File: config.mk
export PLATFORM = sky130hd
export DESIGN_NAME = timer16_waveform_modes
export DESIGN_NICKNAME = d
export VERILOG_FILES = /design/src/timer16_waveform_modes.v
export VERILOG_INCLUDE_DIRS = /design/src
export SDC_FILE = /design/constraint.sdc
export NUM_CORES = 1
export LEC_CHECK = 0
export BUFFER_PORTS_ARGS = -buffer_cell sky130_fd_sc_hd__buf_2
export CAP_MARGIN = 20
export CORE_MARGIN = 1
export CORE_UTILIZATION = 40
export CTS_CLUSTER_DIAMETER = 120
export CTS_CLUSTER_SIZE = 24
export DETAILED_ROUTE_END_ITERATION = 10
export PLACE_DENSITY = 0.69
export SLEW_MARGIN = 20
export SYNTH_ARGS = -nofsm -noshare
export SYNTH_HDL_FRONTEND = slang
export SYNTH_SLANG_ARGS = --single-unit
File: constraint.sdc
create_clock -name aclk -period 4 [get_ports aclk]
set_input_delay 0.4 -clock aclk [delete_from_list [all_inputs] [get_ports aclk]]
set_output_delay 0.4 -clock aclk [all_outputs]
set_load 0.03 [all_outputs]
File: src/timer16_consts.vh
/*
 Constants of the 16-bit waveform timer: register offsets, field
 positions, reset values, mode codes and fixed TOP values.
 Assumes inclusion by the design file and its bench.
*/
`ifndef TIMER16_CONSTS_VH
`define TIMER16_CONSTS_VH

// Register byte offsets
`define OFS_CTRL    8'h00
`define OFS_COUNT   8'h04
`define OFS_CMPA    8'h08
`define OFS_CMPB    8'h0C
`define OFS_CAPT    8'h10
`define OFS_FLAGS   8'h14
`define OFS_STATUS  8'h18

// Control fields
`define CTL_MODE_LO 0
`define CTL_COMA_LO 4
`define CTL_COMB_LO 6
`define CTL_CS_LO   8
`define CTL_DIRA    11
`define CTL_DIRB    12
`define CTRL_RST    13'h0000

// Flag bits
`define FLG_OVF     0
`define FLG_CMPA    1
`define FLG_CMPB    2
`define FLG_CAPT    3

// Mode codes
`define MD_NORMAL   4'h0
`define MD_CTC_A    4'h4
`define MD_FAST8    4'h5
`define MD_FAST9    4'h6
`define MD_FAST10   4'h7
`define MD_CTC_C    4'hC
`define MD_FAST_C   4'hE
`define MD_FAST_A   4'hF

// Output actions
`define COM_NONE    2'h0
`define COM_TOGGLE  2'h1
`define COM_CLEAR   2'h2
`define COM_SET     2'h3

// Counter limits and fixed TOP values
`define CNT_MAX     16'hFFFF
`define CNT_BOTTOM  16'h0000
`define TOP_8       16'h00FF
`define TOP_9       16'h01FF
`define TOP_10      16'h03FF

// Prescaler: select codes and masks of the divider counter
`define CS_STOP     3'h0
`define CS_DIV1     3'h1
`define CS_DIV8     3'h2
`define CS_DIV64    3'h3
`define CS_DIV256   3'h4
`define CS_DIV1024  3'h5
`define PS_M8       10'h007
`define PS_M64      10'h03F
`define PS_M256     10'h0FF
`define PS_M1024    10'h3FF

`define RESP_OKAY   2'h0
`define RESP_SLVERR 2'h2

`endif

File: src/timer16_waveform_modes.v
/*
 Waveform timer: normal, clear-on-compare and fast PWM, AXI4-Lite slave.
 Assumes aclk, a synchronous active-low reset, a same-clock bus master.
*/
`timescale 1ns/10ps
`default_nettype none
`include "timer16_consts.vh"

module timer16_waveform_modes (
	input  wire        aclk,
	input  wire        aresetn,
	input  wire [7:0]  s_axi_awaddr,
	input  wire        s_axi_awvalid,
	output reg         s_axi_awready,
	input  wire [31:0] s_axi_wdata,
	input  wire [3:0]  s_axi_wstrb,
	input  wire        s_axi_wvalid,
	output reg         s_axi_wready,
	output reg  [1:0]  s_axi_bresp,
	output reg         s_axi_bvalid,
	input  wire        s_axi_bready,
	input  wire [7:0]  s_axi_araddr,
	input  wire        s_axi_arvalid,
	output reg         s_axi_arready,
	output reg  [31:0] s_axi_rdata,
	output reg  [1:0]  s_axi_rresp,
	output reg         s_axi_rvalid,
	input  wire        s_axi_rready,
	output reg         waveform_output_a_pin,
	output reg         waveform_output_a_oe,
	output reg         waveform_output_b_pin,
	output reg         waveform_output_b_oe
);

// ********************************************************
// Functions
// ********************************************************
function [31:0] merge;
	input [31:0] old;
	input [31:0] nw;
	input [3:0]  be;
	integer i;
	begin
		merge = old;
		for (i = 0; i < 4; i = i + 1) begin
			if (be[i])
				merge[i*8 +: 8] = nw[i*8 +: 8];
		end
	end
endfunction

function is_pwm;
	input [3:0] m;
	begin
		is_pwm = (m == `MD_FAST8) || (m == `MD_FAST9) ||
			(m == `MD_FAST10) || (m == `MD_FAST_C) ||
			(m == `MD_FAST_A);
	end
endfunction

// Fixed-TOP modes mask compare writes; other modes pass all bits
function [15:0] top_mask;
	input [3:0] m;
	begin
		if (m == `MD_FAST8)
			top_mask = `TOP_8;
		else if (m == `MD_FAST9)
			top_mask = `TOP_9;
		else if (m == `MD_FAST10)
			top_mask = `TOP_10;
		else
			top_mask = `CNT_MAX;
	end
endfunction

// Next level of a waveform output
function next_wave;
	input       cur;
	input [1:0] com;
	input       pwm;
	input       tog_ok;
	input       match;
	input       top;
	begin
		next_wave = cur;
		if (pwm) begin
			if (com == `COM_TOGGLE) begin
				if (tog_ok && match)
					next_wave = ~cur;
			end else if (com != `COM_NONE) begin
				// TOP wins over a match in one tick
				if (top)
					next_wave = (com == `COM_CLEAR);
				else if (match)
					next_wave = (com == `COM_SET);
			end
		end else if (match) begin
			if (com == `COM_TOGGLE)
				next_wave = ~cur;
			else if (com != `COM_NONE)
				next_wave = (com == `COM_SET);
		end
	end
endfunction

// ********************************************************
// State
// ********************************************************
reg  [12:0] ctrl_q;
reg  [15:0] count_q;
reg  [15:0] cmpa_q;
reg  [15:0] cmpa_buf_q;
reg  [15:0] cmpb_q;
reg  [15:0] cmpb_buf_q;
reg  [15:0] capt_q;
reg  [3:0]  flags_q;
reg         block_q;
reg  [9:0]  pre_q;
reg         wave_a_q;
reg         wave_b_q;

wire [3:0]  mode  = ctrl_q[`CTL_MODE_LO +: 4];
wire [1:0]  com_a = ctrl_q[`CTL_COMA_LO +: 2];
wire [1:0]  com_b = ctrl_q[`CTL_COMB_LO +: 2];
wire [2:0]  cs    = ctrl_q[`CTL_CS_LO +: 3];
wire        pwm   = is_pwm(mode);
wire        clear_on_compare_mode   = (mode == `MD_CTC_A) || (mode == `MD_CTC_C);
wire        norm  = (mode == `MD_NORMAL);
wire        known = pwm || clear_on_compare_mode || norm;

// ********************************************************
// Prescaler
// ********************************************************
reg tick;

always @* begin
	if (cs == `CS_DIV1)
		tick = 1'b1;
	else if (cs == `CS_DIV8)
		tick = ((pre_q & `PS_M8) == `PS_M8);
	else if (cs == `CS_DIV64)
		tick = ((pre_q & `PS_M64) == `PS_M64);
	else if (cs == `CS_DIV256)
		tick = ((pre_q & `PS_M256) == `PS_M256);
	else if (cs == `CS_DIV1024)
		tick = (pre_q == `PS_M1024);
	else
		tick = 1'b0;
end

always @(posedge aclk) begin
	if (!aresetn || cs == `CS_STOP)
		pre_q <= 10'h000;
	else
		pre_q <= pre_q + 10'h001;
end

// ********************************************************
// TOP selection and comparators
// ********************************************************
reg [15:0] top_val;

always @* begin
	if (mode == `MD_CTC_A || mode == `MD_FAST_A)
		top_val = cmpa_q;
	else if (mode == `MD_CTC_C || mode == `MD_FAST_C)
		top_val = capt_q;
	else if (mode == `MD_FAST8)
		top_val = `TOP_8;
	else if (mode == `MD_FAST9)
		top_val = `TOP_9;
	else if (mode == `MD_FAST10)
		top_val = `TOP_10;
	else
		top_val = `CNT_MAX;
end

// TOP regs are compared live, so a TOP below the count is missed
wire at_top  = (clear_on_compare_mode || pwm) && (count_q == top_val);
wire at_max  = (count_q == `CNT_MAX);
wire match_a = (count_q == cmpa_q) && !block_q;
wire match_b = (count_q == cmpb_q) && !block_q;
wire match_c = (count_q == capt_q) && !block_q;

// ********************************************************
// Bus decode
// ********************************************************
wire wr_go = s_axi_awvalid && s_axi_wvalid && !s_axi_awready &&
	!s_axi_bvalid;
wire rd_go = s_axi_arvalid && !s_axi_arready && !s_axi_rvalid;
wire [7:0]  wa = s_axi_awaddr;
wire [31:0] wd = s_axi_wdata;
wire [3:0]  be = s_axi_wstrb;

wire wr_ctrl  = wr_go && (wa == `OFS_CTRL);
wire wr_count = wr_go && (wa == `OFS_COUNT);
wire wr_cmpa  = wr_go && (wa == `OFS_CMPA);
wire wr_cmpb  = wr_go && (wa == `OFS_CMPB);
wire wr_capt  = wr_go && (wa == `OFS_CAPT);
wire wr_flags = wr_go && (wa == `OFS_FLAGS);

wire [31:0] merged_ctrl  = merge({19'h0, ctrl_q}, wd, be);
wire [31:0] merged_count = merge({16'h0, count_q}, wd, be);
wire [31:0] merged_capt  = merge({16'h0, capt_q}, wd, be);
wire [31:0] merged_cmpa  = merge({16'h0, cmpa_buf_q}, wd, be);
wire [31:0] merged_cmpb  = merge({16'h0, cmpb_buf_q}, wd, be);
wire [15:0] new_cmpa     = merged_cmpa[15:0] & top_mask(mode);
wire [15:0] new_cmpb     = merged_cmpb[15:0] & top_mask(mode);
wire [3:0]  clr_f        = (wr_flags && be[0]) ? wd[3:0] : 4'h0;

// ********************************************************
// Counter, compare values and flags
// ********************************************************
reg [3:0] set_f;

always @* begin
	set_f = 4'h0;
	if (tick && known) begin
		// Normal and clear-on-compare overflow on max to zero
		set_f[`FLG_OVF] = pwm ? at_top : at_max;
		set_f[`FLG_CMPA] = match_a;
		set_f[`FLG_CMPB] = match_b;
		if ((mode == `MD_CTC_C || mode == `MD_FAST_C) && match_c)
			set_f[`FLG_CAPT] = 1'b1;
	end
end

always @(posedge aclk) begin
	if (!aresetn) begin
		ctrl_q     <= `CTRL_RST;
		count_q    <= `CNT_BOTTOM;
		cmpa_q     <= `CNT_BOTTOM;
		cmpa_buf_q <= `CNT_BOTTOM;
		cmpb_q     <= `CNT_BOTTOM;
		cmpb_buf_q <= `CNT_BOTTOM;
		capt_q     <= `CNT_BOTTOM;
		flags_q    <= 4'h0;
		block_q    <= 1'b0;
	end else begin
		if (wr_ctrl)
			ctrl_q <= merged_ctrl[12:0];
		// Software write wins over a timer step
		if (wr_count) begin
			count_q <= merged_count[15:0];
			block_q <= 1'b1;
		end else if (tick) begin
			block_q <= 1'b0;
			if (at_top)
				count_q <= `CNT_BOTTOM;
			else if (known)
				count_q <= count_q + 16'h0001;
		end
		if (wr_cmpa) begin
			cmpa_buf_q <= new_cmpa;
			if (!pwm)
				cmpa_q <= new_cmpa;
		end
		if (wr_cmpb) begin
			cmpb_buf_q <= new_cmpb;
			if (!pwm)
				cmpb_q <= new_cmpb;
		end
		if (pwm && tick && at_top) begin
			cmpa_q <= wr_cmpa ? new_cmpa : cmpa_buf_q;
			cmpb_q <= wr_cmpb ? new_cmpb : cmpb_buf_q;
		end
		if (wr_capt)
			capt_q <= merged_capt[15:0];
		// Set wins over a write-one clear in the same cycle
		flags_q <= (flags_q & ~clr_f) | set_f;
	end
end

// ********************************************************
// Waveform outputs and pins
// ********************************************************
always @(posedge aclk) begin
	if (!aresetn) begin
		wave_a_q              <= 1'b0;
		wave_b_q              <= 1'b0;
		waveform_output_a_pin <= 1'b0;
		waveform_output_a_oe  <= 1'b0;
		waveform_output_b_pin <= 1'b0;
		waveform_output_b_oe  <= 1'b0;
	end else begin
		if (tick && known) begin
			wave_a_q <= next_wave(wave_a_q, com_a, pwm,
				mode == `MD_FAST_A, match_a, at_top);
			wave_b_q <= next_wave(wave_b_q, com_b, pwm, 1'b0,
				match_b, at_top);
		end
		// Port data is not modelled: without an action the pin is low
		waveform_output_a_pin <= (com_a != `COM_NONE) & wave_a_q;
		waveform_output_b_pin <= (com_b != `COM_NONE) & wave_b_q;
		waveform_output_a_oe  <= ctrl_q[`CTL_DIRA];
		waveform_output_b_oe  <= ctrl_q[`CTL_DIRB];
	end
end

// ********************************************************
// AXI4-Lite write channel
// ********************************************************
wire wa_ok = wr_ctrl || wr_count || wr_cmpa || wr_cmpb || wr_capt ||
	wr_flags || (wa == `OFS_STATUS);

always @(posedge aclk) begin
	if (!aresetn) begin
		s_axi_awready <= 1'b0;
		s_axi_wready  <= 1'b0;
		s_axi_bvalid  <= 1'b0;
		s_axi_bresp   <= `RESP_OKAY;
	end else begin
		s_axi_awready <= wr_go;
		s_axi_wready  <= wr_go;
		if (wr_go)
			s_axi_bresp <= wa_ok ? `RESP_OKAY : `RESP_SLVERR;
		if (s_axi_awready)
			s_axi_bvalid <= 1'b1;
		else if (s_axi_bready)
			s_axi_bvalid <= 1'b0;
	end
end

// ********************************************************
// AXI4-Lite read channel
// ********************************************************
reg [31:0] rd_d;
reg        rd_ok;

always @* begin
	rd_d  = 32'h00000000;
	rd_ok = 1'b1;
	if (s_axi_araddr == `OFS_CTRL)
		rd_d = {19'h0, ctrl_q};
	else if (s_axi_araddr == `OFS_COUNT)
		rd_d = {16'h0, count_q};
	else if (s_axi_araddr == `OFS_CMPA)
		rd_d = {16'h0, cmpa_buf_q};
	else if (s_axi_araddr == `OFS_CMPB)
		rd_d = {16'h0, cmpb_buf_q};
	else if (s_axi_araddr == `OFS_CAPT)
		rd_d = {16'h0, capt_q};
	else if (s_axi_araddr == `OFS_FLAGS)
		rd_d = {28'h0, flags_q};
	else if (s_axi_araddr == `OFS_STATUS)
		rd_d = {30'h0, wave_b_q, wave_a_q};
	else
		rd_ok = 1'b0;
end

always @(posedge aclk) begin
	if (!aresetn) begin
		s_axi_arready <= 1'b0;
		s_axi_rvalid  <= 1'b0;
		s_axi_rdata   <= 32'h00000000;
		s_axi_rresp   <= `RESP_OKAY;
	end else begin
		s_axi_arready <= rd_go;
		if (rd_go) begin
			s_axi_rdata <= rd_d;
			s_axi_rresp <= rd_ok ? `RESP_OKAY : `RESP_SLVERR;
		end
		if (s_axi_arready)
			s_axi_rvalid <= 1'b1;
		else if (s_axi_rready)
			s_axi_rvalid <= 1'b0;
	end
end

endmodule
`default_nettype wire

==> flow_results.org <==
** Drt
- After detailed routing, the number of remaining DRC violations is 0.
- After detailed routing, the average wire length per cell comes to 20.7 microns.
- Total wirelength of the detailed-routed design :: 29.3 mm
- After the first detailed-routing iteration, the DRC count stood at 1071.
- Remaining number of nets flagged by the antenna check after routing :: 0
- Dividing the detail-routed via count by the number of cells gives 6.09.
- Summing over every cut layer, the via total after detailed routing is between 8000 and 9000.
- The first TritonRoute pass finished after 6 iterations.

** Synth
- Gate count of the mapped netlist :: 1090
- Dividing the synthesized area by the synthesized cell count gives 8.04 sq um.
- Of the synthesized area, sequential elements account for a little over a third.
- Yosys cell types :: 74
- In this run the biggest area consumer among cell types represents 34.7% of the synthesized area.
- Summing every instance area after synthesis gives 8760 sq um.
- Most area-hungry cell type in the Yosys netlist :: sky130_fd_sc_hd__dfxtp_1
- Top cells by area in the synthesized netlist :: sky130_fd_sc_hd__dfxtp_1 35%, sky130_fd_sc_hd__nor2_1 5.3%, sky130_fd_sc_hd__xor2_1 5.3%, sky130_fd_sc_hd__a21oi_1 4.3%, sky130_fd_sc_hd__mux2i_1 4.3%
- Counting flops with an async set or reset pin after synthesis yields a share of 0%.
- Yosys printed 0 warnings.
- Yosys mapped a number of flops with a built-in enable equal to 0.
- Dominant synthesized flop cell :: sky130_fd_sc_hd__dfxtp_1
- Number of synthesized register bits :: between 150 and 200

** STA
- In the post-route analysis, the smallest setup slack over all paths is 0.294 ns.
- Setup repair after global routing left no endpoint under its margin.
- Worst hold-check slack :: 0.229 ns
- Sum of negative setup slack :: 0 ns
- Final hold vios :: 0
- Timing would allow up to 0.270 GHz.
- Crit path time final :: 3.71 ns
- Ratio of final minimum period to clock period :: 92.6%
- For the pin with the worst max-slew slack, the measured transition is 0.860 ns.
- Worst max-slew margin expressed relative to the limit :: 42.6%
- The max-slew violation count came to 0.
- Setup violations remaining at the end of the flow were counted as 0.
- The clock arrives with 0.00985 ns of skew.

** Die
- The initialized floorplan defines 53 standard-cell rows.
- The initial utilization of the core area, before any placement, comes to 41.3%.
- Number of top-level design ports :: roughly 100
- Die area :: 22500 sq um
- Measured along the y axis, the die boundary spans 150 microns.
- The core region is 21200 sq um.
- Chip width :: 150 microns

** Placement
- RePlAce Congestion :: 0.986
- Dpl ws :: 0.450 ns
- The count of buffers added on input and output ports is 67.
- Final HPWL DP :: 21.3 mm

** Worst setup path
- Crit path largest cell delay :: 0.51 ns
- Most frequent CP cell :: sky130_fd_sc_hd__buf_4
- Peak fanout along the critical path :: 22
- Sequence of cells on the critical path :: buf_4, nand3_1, a21o_1, o21ai_0, o2111ai_1, nor4_1, nand4_1, buf_4, a31oi_1, mux2i_1, a21oi_1
- Among all stages on the critical path, the largest delay is contributed by sky130_fd_sc_hd__dfxtp_1.
- The worst setup path is captured at a register.
- The worst setup path is launched from a register.
- Critical path start-end classification :: reg2reg
- Required arrival time at the worst endpoint :: approximately 4.3 ns
- Arrival time reported for the critical path endpoint :: about 4.0 ns
- Flop-to-flop setup slack :: 0.29 ns

** Power
- Dividing total power by cell area gives a power density of about 340 nW/um^2.
- Leakage power figure :: 0.00407 uW
- The worst-case IR drop observed on VDD is 221 uV.
- Power comes to 3370 uW.

** Global route
- Total global routing track utilization :: 26.4%
- First-pass GRT wire length :: 44.8 mm
- Via count of the first global-routing pass :: roughly 7700
- Summed over all layers, the global routing overflow is 0.
- Number of antenna violations at the first check in global routing :: 0
- Pin count of the biggest net entering global routing :: 43

** CTS
- After clock tree synthesis, the repair step resized 0 gates.
- In this run the post-CTS setup repair buffer count came out at 0.
- After clock tree synthesis, the clock-pin slew on the worst setup and hold paths is approximately 0.060 ns.
- Buffers inserted during clock tree synthesis total 17.
- The clock passes through at most 2 buffers.
- Hold repair after CTS inserted 0 buffers.
- Root Driver :: sky130_fd_sc_hd__clkbuf_16
- Worst-skew pair later-pin latency :: 0.43 ns
- TritonCTS built the clock tree.
- H-tree levels :: 4
- Clock tree synthesis found a total of 152 sinks.

** Min path
- Class of the tightest hold or removal check :: in2reg

** Layout
- Net count reported at finish :: 1189
- Antenna Diode Count :: 0
- Fill cells in the final layout number 2097.
- Synth-to-Final Area Change :: 13.0%
- The library cell used most frequently in the layout, excluding fill and tap cells, is sky130_fd_sc_hd__dfxtp_1.
- Leading cell types in the layout, fill and taps excluded :: 152 x sky130_fd_sc_hd__dfxtp_1, 124 x sky130_fd_sc_hd__nor2_1, 76 x sky130_fd_sc_hd__nand2_1, 76 x sky130_fd_sc_hd__a21oi_1, 67 x sky130_fd_sc_hd__buf_2
- Share of final-layout standard cells stronger than drive strength 1 :: 14.0%

** Run status
- The flow ran to the end, and the final reports show no timing, DRC or antenna violations.

** Job
- Max-Cap Viols :: 0
## synthesized netlist by cell type (4+ instances only)
master / n
sky130_fd_sc_hd__o221a_1: 7
sky130_fd_sc_hd__o21a_1: 15
sky130_fd_sc_hd__nand2_1: 76
sky130_fd_sc_hd__buf_2: 9
sky130_fd_sc_hd__and2_1: 14
sky130_fd_sc_hd__nor4_1: 16
sky130_fd_sc_hd__or3_1: 5
sky130_fd_sc_hd__xor2_1: 53
sky130_fd_sc_hd__nand2b_1: 8
sky130_fd_sc_hd__a221oi_1: 5
sky130_fd_sc_hd__o211a_1: 8
sky130_fd_sc_hd__mux2_2: 5
sky130_fd_sc_hd__a22oi_1: 18
sky130_fd_sc_hd__nor2b_1: 19
sky130_fd_sc_hd__o211ai_1: 6
sky130_fd_sc_hd__dfxtp_1: 152
sky130_fd_sc_hd__nor3b_1: 8
sky130_fd_sc_hd__o22a_1: 5
sky130_fd_sc_hd__a211o_1: 6
sky130_fd_sc_hd__xnor2_1: 24
sky130_fd_sc_hd__inv_1: 26
sky130_fd_sc_hd__nand3_1: 50
sky130_fd_sc_hd__clkbuf_1: 69
sky130_fd_sc_hd__and3_1: 11
sky130_fd_sc_hd__o31ai_1: 4
sky130_fd_sc_hd__nor2_1: 124
sky130_fd_sc_hd__buf_4: 21
sky130_fd_sc_hd__o21ai_0: 48
sky130_fd_sc_hd__o22ai_1: 7
sky130_fd_sc_hd__mux2i_1: 38
sky130_fd_sc_hd__nor3_1: 15
sky130_fd_sc_hd__or4_1: 11
sky130_fd_sc_hd__a21oi_1: 76
sky130_fd_sc_hd__a222oi_1: 11
sky130_fd_sc_hd__a31oi_1: 16
sky130_fd_sc_hd__o221ai_1: 16
sky130_fd_sc_hd__a32oi_1: 4
sky130_fd_sc_hd__nand4_1: 11
sky130_fd_sc_hd__a211oi_1: 17
## flip-flops by register name, summed over array words and instances (netlist names), 4 cells and up
name,flops
s_axi_rdata,16
cmpb_q,16
capt_q,16
cmpa_buf_q,16
pre_q,10
count_q,16
flags_q,4
cmpa_q,16
ctrl_q,13
cmpb_buf_q,16
## through the flow
stage	area (sq um)	cells	utilization (%)
finish	9900	1413	46.6
global route	9900	1413	46.6
CTS	9890	1413	46.6
detailed placement	9320	1383	43.9
global placement	9320	1383	43.9
floorplan	8820	1107	-
## power breakdown
part	switching, uW	internal [uW]	total [uW]	leakage [uW]
clock network	651	947	1600	0.000271
logic	173	57.0	230	0.00258
registers	8.62	1530	1540	0.00123
## cells by family after synthesis
logic type,after synthesis,synth area share [%]
AND/OR/NAND/NOR,390,22.1
AO/OA/AOI/OAI,293,23.1
flip-flops,152,34.7
buffers and inverters,131,6.90
XOR/XNOR,77,7.70
multiplexers,43,4.98
adder cells (fa/ha/maj),3,0.429
other,1,0.0428
## worst paths after layout
check | from | endpoint | depth (start not counted)
worst max-delay path | ctrl_q[3] | wave_a_q | 11
worst max register to register | ctrl_q[3] | wave_a_q | 11
worst min-delay path | s_axi_wvalid | s_axi_wready | 3
worst min register to register | pre_q[0] | pre_q[0] | 1
## area by class of cell
type	instances	area (sq um)	area share [%]
Inverter	27	101	1.02
Sequential cell	152	3040	30.7
Tap cell	275	344	3.48
Timing Repair Buffer	105	633	6.40
Multi-Input combinational cell	824	5200	52.5
Clock buffer	20	457	4.61
Clock inverter	10	121	1.23
## critical path: cells and delay by family (launching register included)
kind,cells,cell delay (ns)
AND/OR/NAND/NOR,3,1.24
buffers and inverters,2,0.62
AO/OA/AOI/OAI,5,0.93
multiplexers,1,0.23
flip-flops,1,0.51
## routing by layer
| metal | share of wire [%] | track usage, % | vias to the layer above |
|---|---|---|---|
| met5 | 0 | 0 | - |
| met3 | 11 | 5.70 | 79 |
| met2 | 43 | 39.1 | 503 |
| met4 | 3.5 | 10.0 | 0 |
| met1 | 43 | 37.0 | 4059 |
| li1 | - | - | 3965 |
Power figures use the tool's default switching activity.
